**src/qrfs_pkg.sv**
```systemverilog
/*
 * Shared constants of the flyback supervisor: timing figures, derived
 * cycle counts and state type.
 * Assumes a 40 MHz system clock.
 */
package qrfs_pkg;
	// ------------------------------------------------------------
	// Clock
	// ------------------------------------------------------------
	localparam int CLK_HZ = 40000000;

	// ------------------------------------------------------------
	// Timing figures in their own units
	// ------------------------------------------------------------
	localparam int MAINS_LOSS_MS   = 100;
	localparam int REM_DISCH_MS    = 100;
	localparam int SOFTSTART_MS    = 4;
	localparam int FAULT_BLANK_NS  = 27500;
	localparam int STEADY_TOUT_US  = 6;
	localparam int SS_TOUT_US      = 100;

	// ------------------------------------------------------------
	// Derived cycle counts (least times round up)
	// ------------------------------------------------------------
	localparam int MAINS_LOSS_CYC  = MAINS_LOSS_MS * (CLK_HZ / 1000);
	localparam int REM_DISCH_CYC   = REM_DISCH_MS * (CLK_HZ / 1000);
	localparam int SOFTSTART_CYC   = SOFTSTART_MS * (CLK_HZ / 1000);
	localparam int FAULT_BLANK_CYC = (FAULT_BLANK_NS * (CLK_HZ / 1000000) + 999) / 1000;
	localparam int STEADY_TOUT_CYC = STEADY_TOUT_US * (CLK_HZ / 1000000);
	localparam int SS_TOUT_CYC     = SS_TOUT_US * (CLK_HZ / 1000000);

	// ------------------------------------------------------------
	// Supervisor states
	// ------------------------------------------------------------
	typedef enum logic [2:0] {
		QRFS_POWERUP,
		QRFS_SOFTSTART,
		QRFS_RUN,
		QRFS_OFF,
		QRFS_LATCHED
	} qrfs_state_t;
endpackage

```
**src/qrfs_supervisor.sv**
```systemverilog
/*
 * Supervisory and sequencing logic of a quasi-resonant flyback controller:
 * mains-loss discharge, remote off mode, fault latch, valley counting.
 * Assumes comparator outputs arrive asynchronously from analog sensing and
 * that the feedback path supplies the target valley number.
 */
// How it works
// - Mains loss acts only after 100 ms
// - Timer expiry closes discharge switch, enables HV
// - Mains monitor runs in off mode, startup
// - Remote-off high enters off mode, stops drive
// - Remote restart level low starts fresh startup
// - Start from power-up pulls remote-off low 100 ms
// - Fault above upper threshold latches off
// - Fault below lower threshold latches off
// - Overtemperature pull-up enabled at supply start
// - Lower fault ignored during soft-start
// - Fault valid after 27.5 us blanking
// - Latched: drive stops, supply held at bias
// - Latch cleared only by brown-out or discharge
// - No off mode while latched
// - Demag below threshold registers a valley
// - Timeout restarts on demag, substitutes valley
// - Timeout 6 us steady, 100 us soft-start
// - Each missed valley costs one timeout
// - 4 ms soft-start on every startup
`timescale 1ns/10ps
module qrfs_supervisor #(
	parameter int MAINS_LOSS_CYC = qrfs_pkg::MAINS_LOSS_CYC,
	parameter int REM_DISCH_CYC  = qrfs_pkg::REM_DISCH_CYC,
	parameter int SOFTSTART_CYC  = qrfs_pkg::SOFTSTART_CYC,
	parameter int VAL_W          = 3
) (
	input  wire logic             clock_i,
	input  wire logic             arst_n_i,
	input  wire logic             mains_absent_i,
	input  wire logic             remote_off_above_i,
	input  wire logic             remote_restart_below_i,
	input  wire logic             fault_upper_i,
	input  wire logic             fault_lower_i,
	input  wire logic             demag_below_i,
	input  wire logic             supply_start_i,
	input  wire logic             line_undervoltage_fault_i,
	input  wire logic [VAL_W-1:0] target_valley_i,
	output logic                  gate_pulse_o,
	output logic                  discharge_switch_o,
	output logic                  hv_source_en_o,
	output logic                  remote_pulldown_o,
	output logic                  otp_pullup_en_o,
	output logic                  latched_bias_o,
	output logic                  off_mode_o,
	output logic                  softstart_o
);
	// ------------------------------------------------------------
	// Input synchronisers
	// ------------------------------------------------------------
	// Bit map of the shared synchroniser bank:
	//   0 mains absent
	//   1 remote pin below restart level
	//   2 fault pin above upper threshold
	//   3 fault pin below lower threshold
	//   4 demag comparator below threshold
	//   5 supply at start threshold
	//   6 line undervoltage fault
	// Remote off level has its own pair further down
	// Every comparator adds two cycles of latency before any timer sees it
	localparam int NSYNC = 7;
	logic [NSYNC-1:0] raw_w;
	logic [NSYNC-1:0] meta_r;
	logic [NSYNC-1:0] sync_r;
	assign raw_w = {line_undervoltage_fault_i, supply_start_i, demag_below_i, fault_lower_i,
		fault_upper_i, remote_restart_below_i, mains_absent_i};

	// Two flops per comparator; only the second is read
	genvar gi;
	generate
		for (gi = 0; gi < NSYNC; gi++) begin : g_sync
			always_ff @(posedge clock_i or negedge arst_n_i) begin
				if (!arst_n_i) begin
					meta_r[gi] <= 1'b0;
					sync_r[gi] <= 1'b0;
				end else begin
					meta_r[gi] <= raw_w[gi];
					sync_r[gi] <= meta_r[gi];
				end
			end
		end
	endgenerate

	logic rem_off_meta_r;
	logic rem_off_r;
	always_ff @(posedge clock_i or negedge arst_n_i) begin
		if (!arst_n_i) begin
			rem_off_meta_r <= 1'b0;
			rem_off_r      <= 1'b0;
		end else begin
			rem_off_meta_r <= remote_off_above_i;
			rem_off_r      <= rem_off_meta_r;
		end
	end

	logic mains_abs_s;
	logic rem_on_s;
	logic f_up_s;
	logic f_lo_s;
	logic demag_s;
	logic vcc_on_s;
	logic bo_s;
	assign mains_abs_s = sync_r[0];
	assign rem_on_s    = sync_r[1];
	assign f_up_s      = sync_r[2];
	assign f_lo_s      = sync_r[3];
	assign demag_s     = sync_r[4];
	assign vcc_on_s    = sync_r[5];
	assign bo_s        = sync_r[6];

	// ------------------------------------------------------------
	// Mains-loss timer, independent of the supervisor state
	// ------------------------------------------------------------
	// Count saturates at the limit; discharge holds while mains stays absent
	// Limitation: a single synced high sample of mains presence restarts the
	// whole window, so a noisy sense network lengthens the timeout
	// Discharge drops as soon as mains returns, no minimum on-time
	logic [31:0] mains_cnt_r;
	logic        discharge_r;
	// Runs in every state so unplugging during off or startup drains caps
	always_ff @(posedge clock_i or negedge arst_n_i) begin
		if (!arst_n_i) begin
			mains_cnt_r <= 32'h0000_0000;
			discharge_r <= 1'b0;
		end else if (!mains_abs_s) begin
			mains_cnt_r <= 32'h0000_0000; // short dropouts reset the count
			discharge_r <= 1'b0;
		end else if (mains_cnt_r >= 32'(MAINS_LOSS_CYC - 1)) begin
			discharge_r <= 1'b1;
		end else begin
			mains_cnt_r <= mains_cnt_r + 32'h0000_0001;
		end
	end

	// ------------------------------------------------------------
	// Fault blanking
	// ------------------------------------------------------------
	// Each comparator has its own window so one cannot shorten the other
	// A fault is valid once its counter reaches the blanking count
	// Trade-off: continuous level required, so chattering faults never latch
	localparam int BLK_W = $clog2(qrfs_pkg::FAULT_BLANK_CYC + 1);
	logic [BLK_W-1:0] up_cnt_r;
	logic [BLK_W-1:0] lo_cnt_r;
	logic             up_valid_w;
	logic             lo_valid_w;
	qrfs_pkg::qrfs_state_t state_r;
	logic             lo_armed_w;

	// Lower comparator only counts once soft-start has finished
	assign lo_armed_w = f_lo_s && (state_r == qrfs_pkg::QRFS_RUN);
	assign up_valid_w = (up_cnt_r == BLK_W'(qrfs_pkg::FAULT_BLANK_CYC));
	assign lo_valid_w = (lo_cnt_r == BLK_W'(qrfs_pkg::FAULT_BLANK_CYC));

	// Any gap in the comparator level restarts the blanking window
	always_ff @(posedge clock_i or negedge arst_n_i) begin
		if (!arst_n_i) begin
			up_cnt_r <= '0;
			lo_cnt_r <= '0;
		end else begin
			if (!f_up_s)
				up_cnt_r <= '0;
			else if (!up_valid_w)
				up_cnt_r <= up_cnt_r + BLK_W'(1);
			if (!lo_armed_w)
				lo_cnt_r <= '0;
			else if (!lo_valid_w)
				lo_cnt_r <= lo_cnt_r + BLK_W'(1);
		end
	end

	// ------------------------------------------------------------
	// Supervisor state machine
	// ------------------------------------------------------------
	logic [31:0] ss_cnt_r;
	logic [31:0] rem_cnt_r;
	logic        rem_pull_r;
	logic        start_w;
	logic        self_relax_w;
	qrfs_pkg::qrfs_state_t state_nxt;

	// Priority inside the switching states:
	//   latch first, so a fault always wins over a remote-off request
	//   then remote off, masked while our own pulldown holds the pin low
	//   then brown-out, back to power-up; a remote pulldown in progress keeps running
	//   then end of soft-start
	// Off mode restart is self-relaxing and skips the remote pulldown
	always_comb begin
		state_nxt    = state_r;
		start_w      = 1'b0;
		self_relax_w = 1'b0;
		case (state_r)
			qrfs_pkg::QRFS_POWERUP: begin
				if (vcc_on_s && !bo_s) begin
					state_nxt = qrfs_pkg::QRFS_SOFTSTART;
					start_w   = 1'b1;
				end
			end
			qrfs_pkg::QRFS_SOFTSTART,
			qrfs_pkg::QRFS_RUN: begin
				if (up_valid_w || lo_valid_w) begin
					state_nxt = qrfs_pkg::QRFS_LATCHED;
				end else if (rem_off_r && !rem_pull_r) begin
					state_nxt = qrfs_pkg::QRFS_OFF;
				end else if (bo_s) begin
					state_nxt = qrfs_pkg::QRFS_POWERUP;
				end else if (state_r == qrfs_pkg::QRFS_SOFTSTART &&
					ss_cnt_r >= 32'(SOFTSTART_CYC - 1)) begin
					state_nxt = qrfs_pkg::QRFS_RUN;
				end
			end
			qrfs_pkg::QRFS_OFF: begin
				if (rem_on_s) begin
					state_nxt    = qrfs_pkg::QRFS_SOFTSTART;
					start_w      = 1'b1;
					self_relax_w = 1'b1;
				end
			end
			qrfs_pkg::QRFS_LATCHED: begin
				// Off-mode request is ignored here
				if (bo_s || discharge_r)
					state_nxt = qrfs_pkg::QRFS_POWERUP;
			end
			default: state_nxt = qrfs_pkg::QRFS_POWERUP;
		endcase
	end

	// State register and soft-start timer
	always_ff @(posedge clock_i or negedge arst_n_i) begin
		if (!arst_n_i) begin
			state_r  <= qrfs_pkg::QRFS_POWERUP;
			ss_cnt_r <= 32'h0000_0000;
		end else begin
			state_r <= state_nxt;
			if (start_w)
				ss_cnt_r <= 32'h0000_0000;
			else if (state_r == qrfs_pkg::QRFS_SOFTSTART)
				ss_cnt_r <= ss_cnt_r + 32'h0000_0001;
		end
	end

	// Remote pin discharge pulse on every non-self-relaxing restart
	always_ff @(posedge clock_i or negedge arst_n_i) begin
		if (!arst_n_i) begin
			rem_pull_r <= 1'b0;
			rem_cnt_r  <= 32'h0000_0000;
		end else if (start_w && !self_relax_w) begin
			rem_pull_r <= 1'b1;
			rem_cnt_r  <= 32'h0000_0000;
		end else if (rem_pull_r) begin
			if (rem_cnt_r >= 32'(REM_DISCH_CYC - 1))
				rem_pull_r <= 1'b0;
			else
				rem_cnt_r <= rem_cnt_r + 32'h0000_0001;
		end
	end

	// ------------------------------------------------------------
	// Valley detection and timeout substitution
	// ------------------------------------------------------------
	// Counter width fits the longer soft-start timeout
	// Both valleys and timeouts advance the same valley counter
	// Hazard: the limit shrinks at soft-start end, so the first run-mode
	// compare may expire at once; one early step is accepted
	localparam int TO_W = $clog2(qrfs_pkg::SS_TOUT_CYC + 1);
	logic             demag_d_r;
	logic             valley_w;
	logic [TO_W-1:0]  to_cnt_r;
	logic [TO_W-1:0]  to_lim_w;
	logic             to_exp_w;
	logic [VAL_W-1:0] valley_cnt_r;
	logic             switching_w;
	logic             step_w;

	assign switching_w = (state_r == qrfs_pkg::QRFS_SOFTSTART) || (state_r == qrfs_pkg::QRFS_RUN);
	assign valley_w    = demag_s && !demag_d_r; // falling below threshold
	// Long timeout during soft-start avoids continuous conduction
	assign to_lim_w    = (state_r == qrfs_pkg::QRFS_SOFTSTART) ?
		TO_W'(qrfs_pkg::SS_TOUT_CYC) : TO_W'(qrfs_pkg::STEADY_TOUT_CYC);
	assign to_exp_w    = (to_cnt_r >= to_lim_w - TO_W'(1));
	assign step_w      = valley_w || to_exp_w;

	// Timeout restarts on each detected valley or its own expiry
	always_ff @(posedge clock_i or negedge arst_n_i) begin
		if (!arst_n_i) begin
			demag_d_r <= 1'b0;
			to_cnt_r  <= '0;
		end else begin
			demag_d_r <= demag_s;
			if (!switching_w || step_w)
				to_cnt_r <= '0;
			else
				to_cnt_r <= to_cnt_r + TO_W'(1);
		end
	end

	// Valley counter: switch on target, else count
	always_ff @(posedge clock_i or negedge arst_n_i) begin
		if (!arst_n_i) begin
			valley_cnt_r <= '0;
			gate_pulse_o <= 1'b0;
		end else begin
			gate_pulse_o <= 1'b0;
			if (!switching_w || state_nxt == qrfs_pkg::QRFS_LATCHED) begin
				valley_cnt_r <= '0; // drive stops at once
			end else if (step_w) begin
				if (valley_cnt_r + VAL_W'(1) >= target_valley_i) begin
					gate_pulse_o <= 1'b1;
					valley_cnt_r <= '0;
				end else begin
					valley_cnt_r <= valley_cnt_r + VAL_W'(1);
				end
			end
		end
	end

	// ------------------------------------------------------------
	// Registered status and analog controls
	// ------------------------------------------------------------
	// All outputs come from flops so analog switches never see glitches
	// Status follows the state register with one cycle of delay
	// HV source also runs during power-up to charge the supply capacitor
	always_ff @(posedge clock_i or negedge arst_n_i) begin
		if (!arst_n_i) begin
			discharge_switch_o <= 1'b0;
			hv_source_en_o     <= 1'b0;
			remote_pulldown_o  <= 1'b0;
			otp_pullup_en_o    <= 1'b0;
			latched_bias_o     <= 1'b0;
			off_mode_o         <= 1'b0;
			softstart_o        <= 1'b0;
		end else begin
			discharge_switch_o <= discharge_r;
			hv_source_en_o     <= discharge_r || (state_r == qrfs_pkg::QRFS_POWERUP);
			remote_pulldown_o  <= rem_pull_r;
			otp_pullup_en_o    <= vcc_on_s;
			latched_bias_o     <= (state_r == qrfs_pkg::QRFS_LATCHED);
			off_mode_o         <= (state_r == qrfs_pkg::QRFS_OFF);
			softstart_o        <= (state_r == qrfs_pkg::QRFS_SOFTSTART);
		end
	end
endmodule

```
**config.mk**
```make
export PLATFORM = sky130hd
export DESIGN_NAME = qrfs_supervisor
export DESIGN_NICKNAME = d
export VERILOG_FILES = /design/src/qrfs_pkg.sv /design/src/qrfs_supervisor.sv
export SDC_FILE = /design/constraint.sdc
export NUM_CORES = 1
export LEC_CHECK = 0
export ABC_AREA = 1
export BUFFER_PORTS_ARGS = -buffer_cell sky130_fd_sc_hd__buf_4
export CAP_MARGIN = 20
export CORE_UTILIZATION = 60
export DETAILED_ROUTE_END_ITERATION = 16
export HOLD_SLACK_MARGIN = 0.12
export MAX_ROUTING_LAYER = met4
export PLACE_DENSITY = 0.77
export SYNTH_ARGS = -nofsm -noshare
export SYNTH_HDL_FRONTEND = slang
export SYNTH_SLANG_ARGS = --single-unit
```
**constraint.sdc**
```tcl
create_clock -name clock_i -period 3.49 [get_ports clock_i]
set_input_delay 0.5235 -clock clock_i [delete_from_list [all_inputs] [get_ports clock_i]]
set_output_delay 0.5235 -clock clock_i [all_outputs]
set_load 0.1 [all_outputs]
```
## After elaboration in Yosys (flattened, before gate mapping)

Index checks and enable logic that the tools add are counted.
Widths: inputs -> output; s select.

| storage, ports and cells | value |
|---|---|
| register bits | 163 |
| logic and storage cells | 120 |

| operators by class | value |
|---|---|
| add/sub/neg operators | 8 |
| magnitude comparators | 5 |
| equal/unequal tests | 12 |
| multiplexer cells | 36 |
| reduce and logical (&&, ||, !) cells | 24 |

Operator list:

| kind | count |
|---|---|
| $mux 32 | 7 |
| $add 32x1->32 const B | 3 |
| $ge 32x22->1 const B | 2 |
| $mux 11 | 4 |
| $ge 32x18->1 const B | 1 |
| $mux 3 | 10 |
| $mux 12 | 2 |
| $add 11x1->11 const B | 2 |
| $eq 11x11->1 const B | 2 |
| $add 12x1->12 const B | 1 |
| $ge 12x12->1 | 1 |
| $pmux 3 s4 | 1 |
| $sub 12x1->12 const B | 1 |
| $mux 1 | 11 |
| $ne 2x2->1 const B | 4 |
| $logic_or 1x1->1 | 7 |
| $eq 3x2->1 const B | 2 |
| $eq 3x3->1 const B | 2 |
| $logic_and 1x1->1 | 6 |
| $reduce_bool 2->1 | 3 |
| $logic_not 1->1 | 5 |
| $add 3x1->3 const B | 1 |
| $eq 3x1->1 const B | 1 |
| $ge 3x3->1 | 1 |
| other kinds (5) | 5 |

## Logic depth before layout (Yosys ltp)

| logic depth | value |
|---|---|
| depth in word-level cells | 10 |
| depth in mapped cells | 13 |
| gate-level depth less buffers | 13 |

## Worst setup path before layout

No wires, ideal clock.

| timing path | value |
|---|---|
| kind | register -> register |
| start point | reg state_r[1] |
| end point | reg to_cnt_r[10] |
| arrival time | 2436 ps |
| path slack | 983 ps |
| cell stages (with the launch flop) | 13 |
| period minus slack after synthesis | 2507 ps |
| cell sequence | dfrtp_1 > inv_1 > nand3_1 > inv_1 > clkbuf_1 > ha_1 > a21oi_1 > o21ai_0 > nand2_1 > nand4_1 > nand2b_1 > buf_2 > nor2_1 |

| between the ends | value |
|---|---|
| word-level cells in the longest chain between the ends | 7 |
| elaborated cells on any way between the ends | 10 |
| classes of those cells | add/sub: 1; order compare: 1; eq/ne: 2; mux: 2; reduce/logical: 4 |

RTL lines:

| what | RTL line | source |
|---|---|---|
| start, declared | qrfs_supervisor.sv:152 | `qrfs_pkg::qrfs_state_t state_r;` |
| start signal, assigned | qrfs_supervisor.sv:236 | `state_r <= qrfs_pkg::QRFS_POWERUP;` |
| start signal, assigned | qrfs_supervisor.sv:239 | `state_r <= state_nxt;` |
| $eq 3x1->1 | qrfs_supervisor.sv:283 | `assign to_lim_w = (state_r == qrfs_pkg::QRFS_SOFTSTART) ?` |
| $mux 12 | qrfs_supervisor.sv:283 |  |
| via to_lim_w[10] | qrfs_supervisor.sv:274 | `logic [TO_W-1:0] to_lim_w;` |
| $sub 12x1->12 | qrfs_supervisor.sv:285 | `assign to_exp_w = (to_cnt_r >= to_lim_w - TO_W'(1));` |
| $ge 12x12->1 | qrfs_supervisor.sv:285 |  |
| $logic_or 1x1->1 | qrfs_supervisor.sv:286 | `assign step_w = valley_w \|\| to_exp_w;` |
| $logic_or 1x1->1 | qrfs_supervisor.sv:295 | `if (!switching_w \|\| step_w)` |
| $mux 12 | qrfs_supervisor.sv:295 |  |
| end signal, assigned | qrfs_supervisor.sv:298 | `to_cnt_r <= to_cnt_r + TO_W'(1);` |
| end, declared | qrfs_supervisor.sv:273 | `logic [TO_W-1:0] to_cnt_r;` |

The timed path passes the listed nets, and every way through them passes these cells.
A chain may end at the register's enable or synchronous reset.

## Worst setup path after layout

| timing path | value |
|---|---|
| start point | reg state_r[1] |
| end point | reg to_cnt_r[10] |

| between the ends | value |
|---|---|
| word-level cells in the longest chain between the ends | 7 |
| elaborated cells on any way between the ends | 10 |
| classes of those cells | add/sub: 1; order compare: 1; eq/ne: 2; mux: 2; reduce/logical: 4 |

RTL lines:

| what | RTL line |
|---|---|
| $eq 3x1->1 | qrfs_supervisor.sv:280, qrfs_supervisor.sv:283 |
| $mux 12 | qrfs_supervisor.sv:283 |
| $sub 12x1->12 | qrfs_supervisor.sv:285 |
| $ge 12x12->1 | qrfs_supervisor.sv:285 |
| $logic_or 1x1->1 | qrfs_supervisor.sv:286 |
| $logic_or 1x1->1 (*) | qrfs_supervisor.sv:295 |
| $mux 12 (*) | qrfs_supervisor.sv:295 |

Every way passes the cells marked *; elsewhere a longest branch is shown, timed or not.

==> results.yml <==
synthesis:
  synth_fp_nets: 1238
  synth.top_cell.area_share: 0.452
  synth_xor_xnor_area_share: 0.0427
  syn_area_per_cell_um2: 7.49
  synthMuxAreaShare: 0
  synth_top_family_by_area: "simple AND/OR/NAND/NOR gates"
  synth.lib_cells_used.distinct: 43
  synth_simple_gate_area_share: 0.355
  mappedNetlistArea_mm2: 0.00903
  synth.area.top_cells: "sky130_fd_sc_hd__dfrtp_1 (45%), sky130_fd_sc_hd__nand2_1 (13%), sky130_fd_sc_hd__nand3_1 (7.8%), sky130_fd_sc_hd__nor2_1 (6.5%), sky130_fd_sc_hd__inv_1 (5.7%)"
  synth_largest_area_cell: "sky130_fd_sc_hd__dfrtp_1"
  yosys.area_share.adder: 0.0263
  part_of_the_yosys_area_used_for_sequential_elements: 0.452
  synth_compound_area_frac: 0.0471
  ys_warn_count: 0
  synthCells: 1206
  flop_and_latch_count_out_of_synthesis: 163
drt:
  top_layer_used: "met4"
  drt-met1-wl_um: 9180
  first_pass_iteration_count_of_the_detailed_router: 6
  drt-vias-per-instance: 5.55
  drt_iter0_markers: 658
  finalWirelength_um: 19500
  route.met3.wl_um: 866
  total_number_of_vias: 7873
  dr_wl_met2_um: 9140
  route.detailed.wl_per_inst_um: 13.8
  post-route-drc-count: 0
  postRouteAntennaNets: 0
final_layout:
  multi_input_gate_area_mm2: 0.00426
  synthToLayoutAreaGrowth_pct: 9.40
  antenna-diode-count: 0
  layout.area.seq_mm2: 0.00408
  utilization_after_layout: 0.677
  layout-drive-gt1-share: 0.0599
  fin_nets: 1255
  filler_cell_count: 1237
cts:
  clock_tree.root_cell: "sky130_fd_sc_hd__clkbuf_16"
  cts-hold-fix-buffers: 0
  tritoncts_num_sinks: 163
  clock_insertion_delay_worst_skew_ns: 0.43
  worst_setup_hold_path_clk_slew_ns: 0.06
  cts_tree: "done"
  cts-buffers-inserted: 17
  postCtsSetupRepairBufs: 0
  post_cts.resized_instances: 0
  htreeDepth: 4
  cts.path.max_buffers: 2
setup_path:
  cpMostUsedCell: "sky130_fd_sc_hd__inv_1"
  cp_slowest_stage_delay_ns: 0.42
  worstPathMaxFanout: 12
  cp.required_ns: 3.83
  critical_path.cell_chain: "inv_1 > nand3_1 > inv_1 > ha_1 > a21oi_1 > o21ai_0 > nand2_1 > nand4_1 > nand2b_1 > nor2_1"
  setup_cp_type: "reg -> reg"
  kind_of_start_point_of_the_critical_path: "register"
  critPathArrivalTime_ns: 2.90
  worst_r2r_path_depth: 10
  cp-startpoint: "state_r[1]"
  rr_startpoint: "state_r[1]"
  cp-end-kind: "register"
  critPathSlowestCell: "sky130_fd_sc_hd__nand2b_1"
timing:
  setup_tns_ns: 0
  fmaxAchievable_ghz: 0.390
  finalHoldViolCount: 0
  maxSlewHeadroom: 0.491
  rsz0062_at_grt: "no"
  worst-slew-pin-transition_ns: 0.764
  fin_skew_ns: 0.00772
  final.hold.worst_slack_ns: 0.133
  post-route-min-period_ns: 2.56
  final_min_period_over_clock_period: 0.734
  report.final.setup_viol: 0
  timing.final.max_slew_violations: 0
floorplan:
  core_area_mm2: 0.0146
  dieArea_mm2: 0.0155
  row_count: 44
  die_h_um: 125
  die_w_um: 125
  start_util: 0.619
  ios: 21
power:
  cellLeakagePower_nw: 4.71
  power_density_normalized_to_cell_area_mw_per_mm2: 417
  total_power_mw: 4.12
  vdd.ir_drop.worst_mv: 0.410
run_status:
  run_status: "complete, no violations"
placed_design:
  port_buffers: 20
  gp_congestion: 0.938
  dp_hpwl_um: 13600
grt:
  grt_pass1_wl_um: 33900
  first_global_vias: 7410
  globalRouteTotalUtil: 0.274
  grt-ovfl-total: 0
  grt_start_max_net_pins: 85
  grt_antenna_before_repair: 0
run:
  cap_viol_max_count: 0
worst_hold_path:
  min_path_type: "in -> async"
## worst max-delay path, delay by kind of cell, from the launching register on
family | cells | cell delay [ns]
AND/OR/NAND/NOR | 5 | 1.19
flip-flops | 1 | 0.40
buffers and inverters | 2 | 0.38
adder cells (fa/ha/maj) | 1 | 0.26
AO/OA/AOI/OAI | 2 | 0.24
## synth_stat cells
cell and number:
sky130_fd_sc_hd__inv_4 1, sky130_fd_sc_hd__nand2_1 316, sky130_fd_sc_hd__o21ai_1 1, sky130_fd_sc_hd__o31ai_1 1
sky130_fd_sc_hd__clkbuf_1 9, sky130_fd_sc_hd__nand3_1 140, sky130_fd_sc_hd__nand2_4 2, sky130_fd_sc_hd__buf_6 5
sky130_fd_sc_hd__buf_2 8, sky130_fd_sc_hd__ha_1 19, sky130_fd_sc_hd__o21ai_0 46, sky130_fd_sc_hd__clkinv_1 1
sky130_fd_sc_hd__a21boi_0 1, sky130_fd_sc_hd__nor3_4 2, sky130_fd_sc_hd__nor3b_1 3, sky130_fd_sc_hd__nand4_1 39
sky130_fd_sc_hd__nor2_1 157, sky130_fd_sc_hd__or2_0 1, sky130_fd_sc_hd__or2_2 2, sky130_fd_sc_hd__dfrtp_1 163
sky130_fd_sc_hd__or2_1 1, sky130_fd_sc_hd__a31oi_1 5, sky130_fd_sc_hd__xnor2_1 8, sky130_fd_sc_hd__o21bai_1 1
sky130_fd_sc_hd__nand3_2 2, sky130_fd_sc_hd__inv_1 138, sky130_fd_sc_hd__xor2_1 36, sky130_fd_sc_hd__nor4_1 7
sky130_fd_sc_hd__clkbuf_2 1, sky130_fd_sc_hd__a21oi_1 21, sky130_fd_sc_hd__a31o_2 1, sky130_fd_sc_hd__buf_1 3
sky130_fd_sc_hd__and2_1 1, sky130_fd_sc_hd__and3_1 1, sky130_fd_sc_hd__nor3_1 44, sky130_fd_sc_hd__o21a_1 1
sky130_fd_sc_hd__nand2_2 5, sky130_fd_sc_hd__nor3_2 2, sky130_fd_sc_hd__nand3b_1 4, sky130_fd_sc_hd__buf_4 1
sky130_fd_sc_hd__inv_2 3, sky130_fd_sc_hd__nand2b_1 1, sky130_fd_sc_hd__a21o_1 2
## cell families (layout without fill, tap and decap cells)
family,count (synthesis),count (layout)
fa+ha+maj,19,19
simple gates,730,730
compound gates,80,80
flops,163,163
xor+xnor,44,44
buf+inv,170,199
## power by group
group | total [mW] | switching [mW] | leakage, nW | internal, mW
sequential | 2.01 | 0.0685 | 2.21 | 1.94
clock | 1.81 | 0.764 | 0.265 | 1.05
combinational | 0.288 | 0.206 | 2.24 | 0.0818
total | 4.12 | 1.04 | 4.71 | 3.08
## final timing paths
kind | endpoint | slack, ns
worst max register to register | to_cnt_r[10] | 0.93
worst min-delay path | valley_cnt_r[1] | 0.13
worst min register to register | demag_s | 0.35
max in group asynchronous | ss_cnt_r[17] | 2.56
min in group clock_i | meta_r[2] | 0.20
worst max-delay path | to_cnt_r[10] | 0.93
## stage by stage
step | worst slack (ns) | cells | cell area, µm²
3_3_place_gp | 1.14 | 1388 | 9310
5_1_grt | 0.753 | 1419 | 9880
3_5_place_dp | 0.946 | 1388 | 9310
2_1_floorplan | 0.983 | 1206 | 9030
4_1_cts | 0.953 | 1419 | 9880
6_report | 0.927 | 1419 | 9880
## area by class of cell
cell class                 instances  share of cell area
multi-input combinational        873               0.431
sequential                       163               0.413
inverter                         143              0.0546
clock buffer                      19              0.0438
tap                              184              0.0233
timing repair buffer              25              0.0207
clock inverter                    12              0.0137
## cells in the final DEF, fill, tap and decap left out, types with 2 or more instances in the layout
cell type	synthesis	routed
sky130_fd_sc_hd__a31oi_1	5	5
sky130_fd_sc_hd__nand2_1	316	316
sky130_fd_sc_hd__xnor2_1	8	8
sky130_fd_sc_hd__nor3_2	2	2
sky130_fd_sc_hd__ha_1	19	19
sky130_fd_sc_hd__nor4_1	7	7
sky130_fd_sc_hd__nand2_4	2	2
sky130_fd_sc_hd__or2_2	2	2
sky130_fd_sc_hd__inv_2	3	3
sky130_fd_sc_hd__a21oi_1	21	21
sky130_fd_sc_hd__buf_4	1	23
sky130_fd_sc_hd__clkbuf_16	0	17
sky130_fd_sc_hd__nor3_4	2	2
sky130_fd_sc_hd__nand3_2	2	2
sky130_fd_sc_hd__clkinv_4	0	3
sky130_fd_sc_hd__nor3b_1	3	3
sky130_fd_sc_hd__clkbuf_1	9	2
sky130_fd_sc_hd__a21o_1	2	2
sky130_fd_sc_hd__nand4_1	39	39
sky130_fd_sc_hd__o21ai_0	46	46
sky130_fd_sc_hd__inv_1	138	138
sky130_fd_sc_hd__clkinvlp_4	0	4
sky130_fd_sc_hd__dfrtp_1	163	163
sky130_fd_sc_hd__clkinv_2	0	2
sky130_fd_sc_hd__nand3b_1	4	4
sky130_fd_sc_hd__xor2_1	36	36
sky130_fd_sc_hd__nor3_1	44	44
sky130_fd_sc_hd__bufinv_16	0	2
sky130_fd_sc_hd__nand3_1	140	140
sky130_fd_sc_hd__nand2_2	5	5
sky130_fd_sc_hd__nor2_1	157	157
## routing by layer
layer,GRT usage,vias to the layer above
li1,-,3926
met1,0.368,3696
met2,0.418,216
met3,0.0537,35
met4,0.0964,0
met5,-,-
## flip-flops by register name, summed over array words and instances, names as in the netlist, 3 cells and up
signal	count
mains_cnt_r	32
rem_cnt_r	32
ss_cnt_r	32
to_cnt_r	12
lo_cnt_r	11
up_cnt_r	11
meta_r	7
state_r	3
valley_cnt_r	3
No activity file was read; power rests on OpenSTA's default activity.
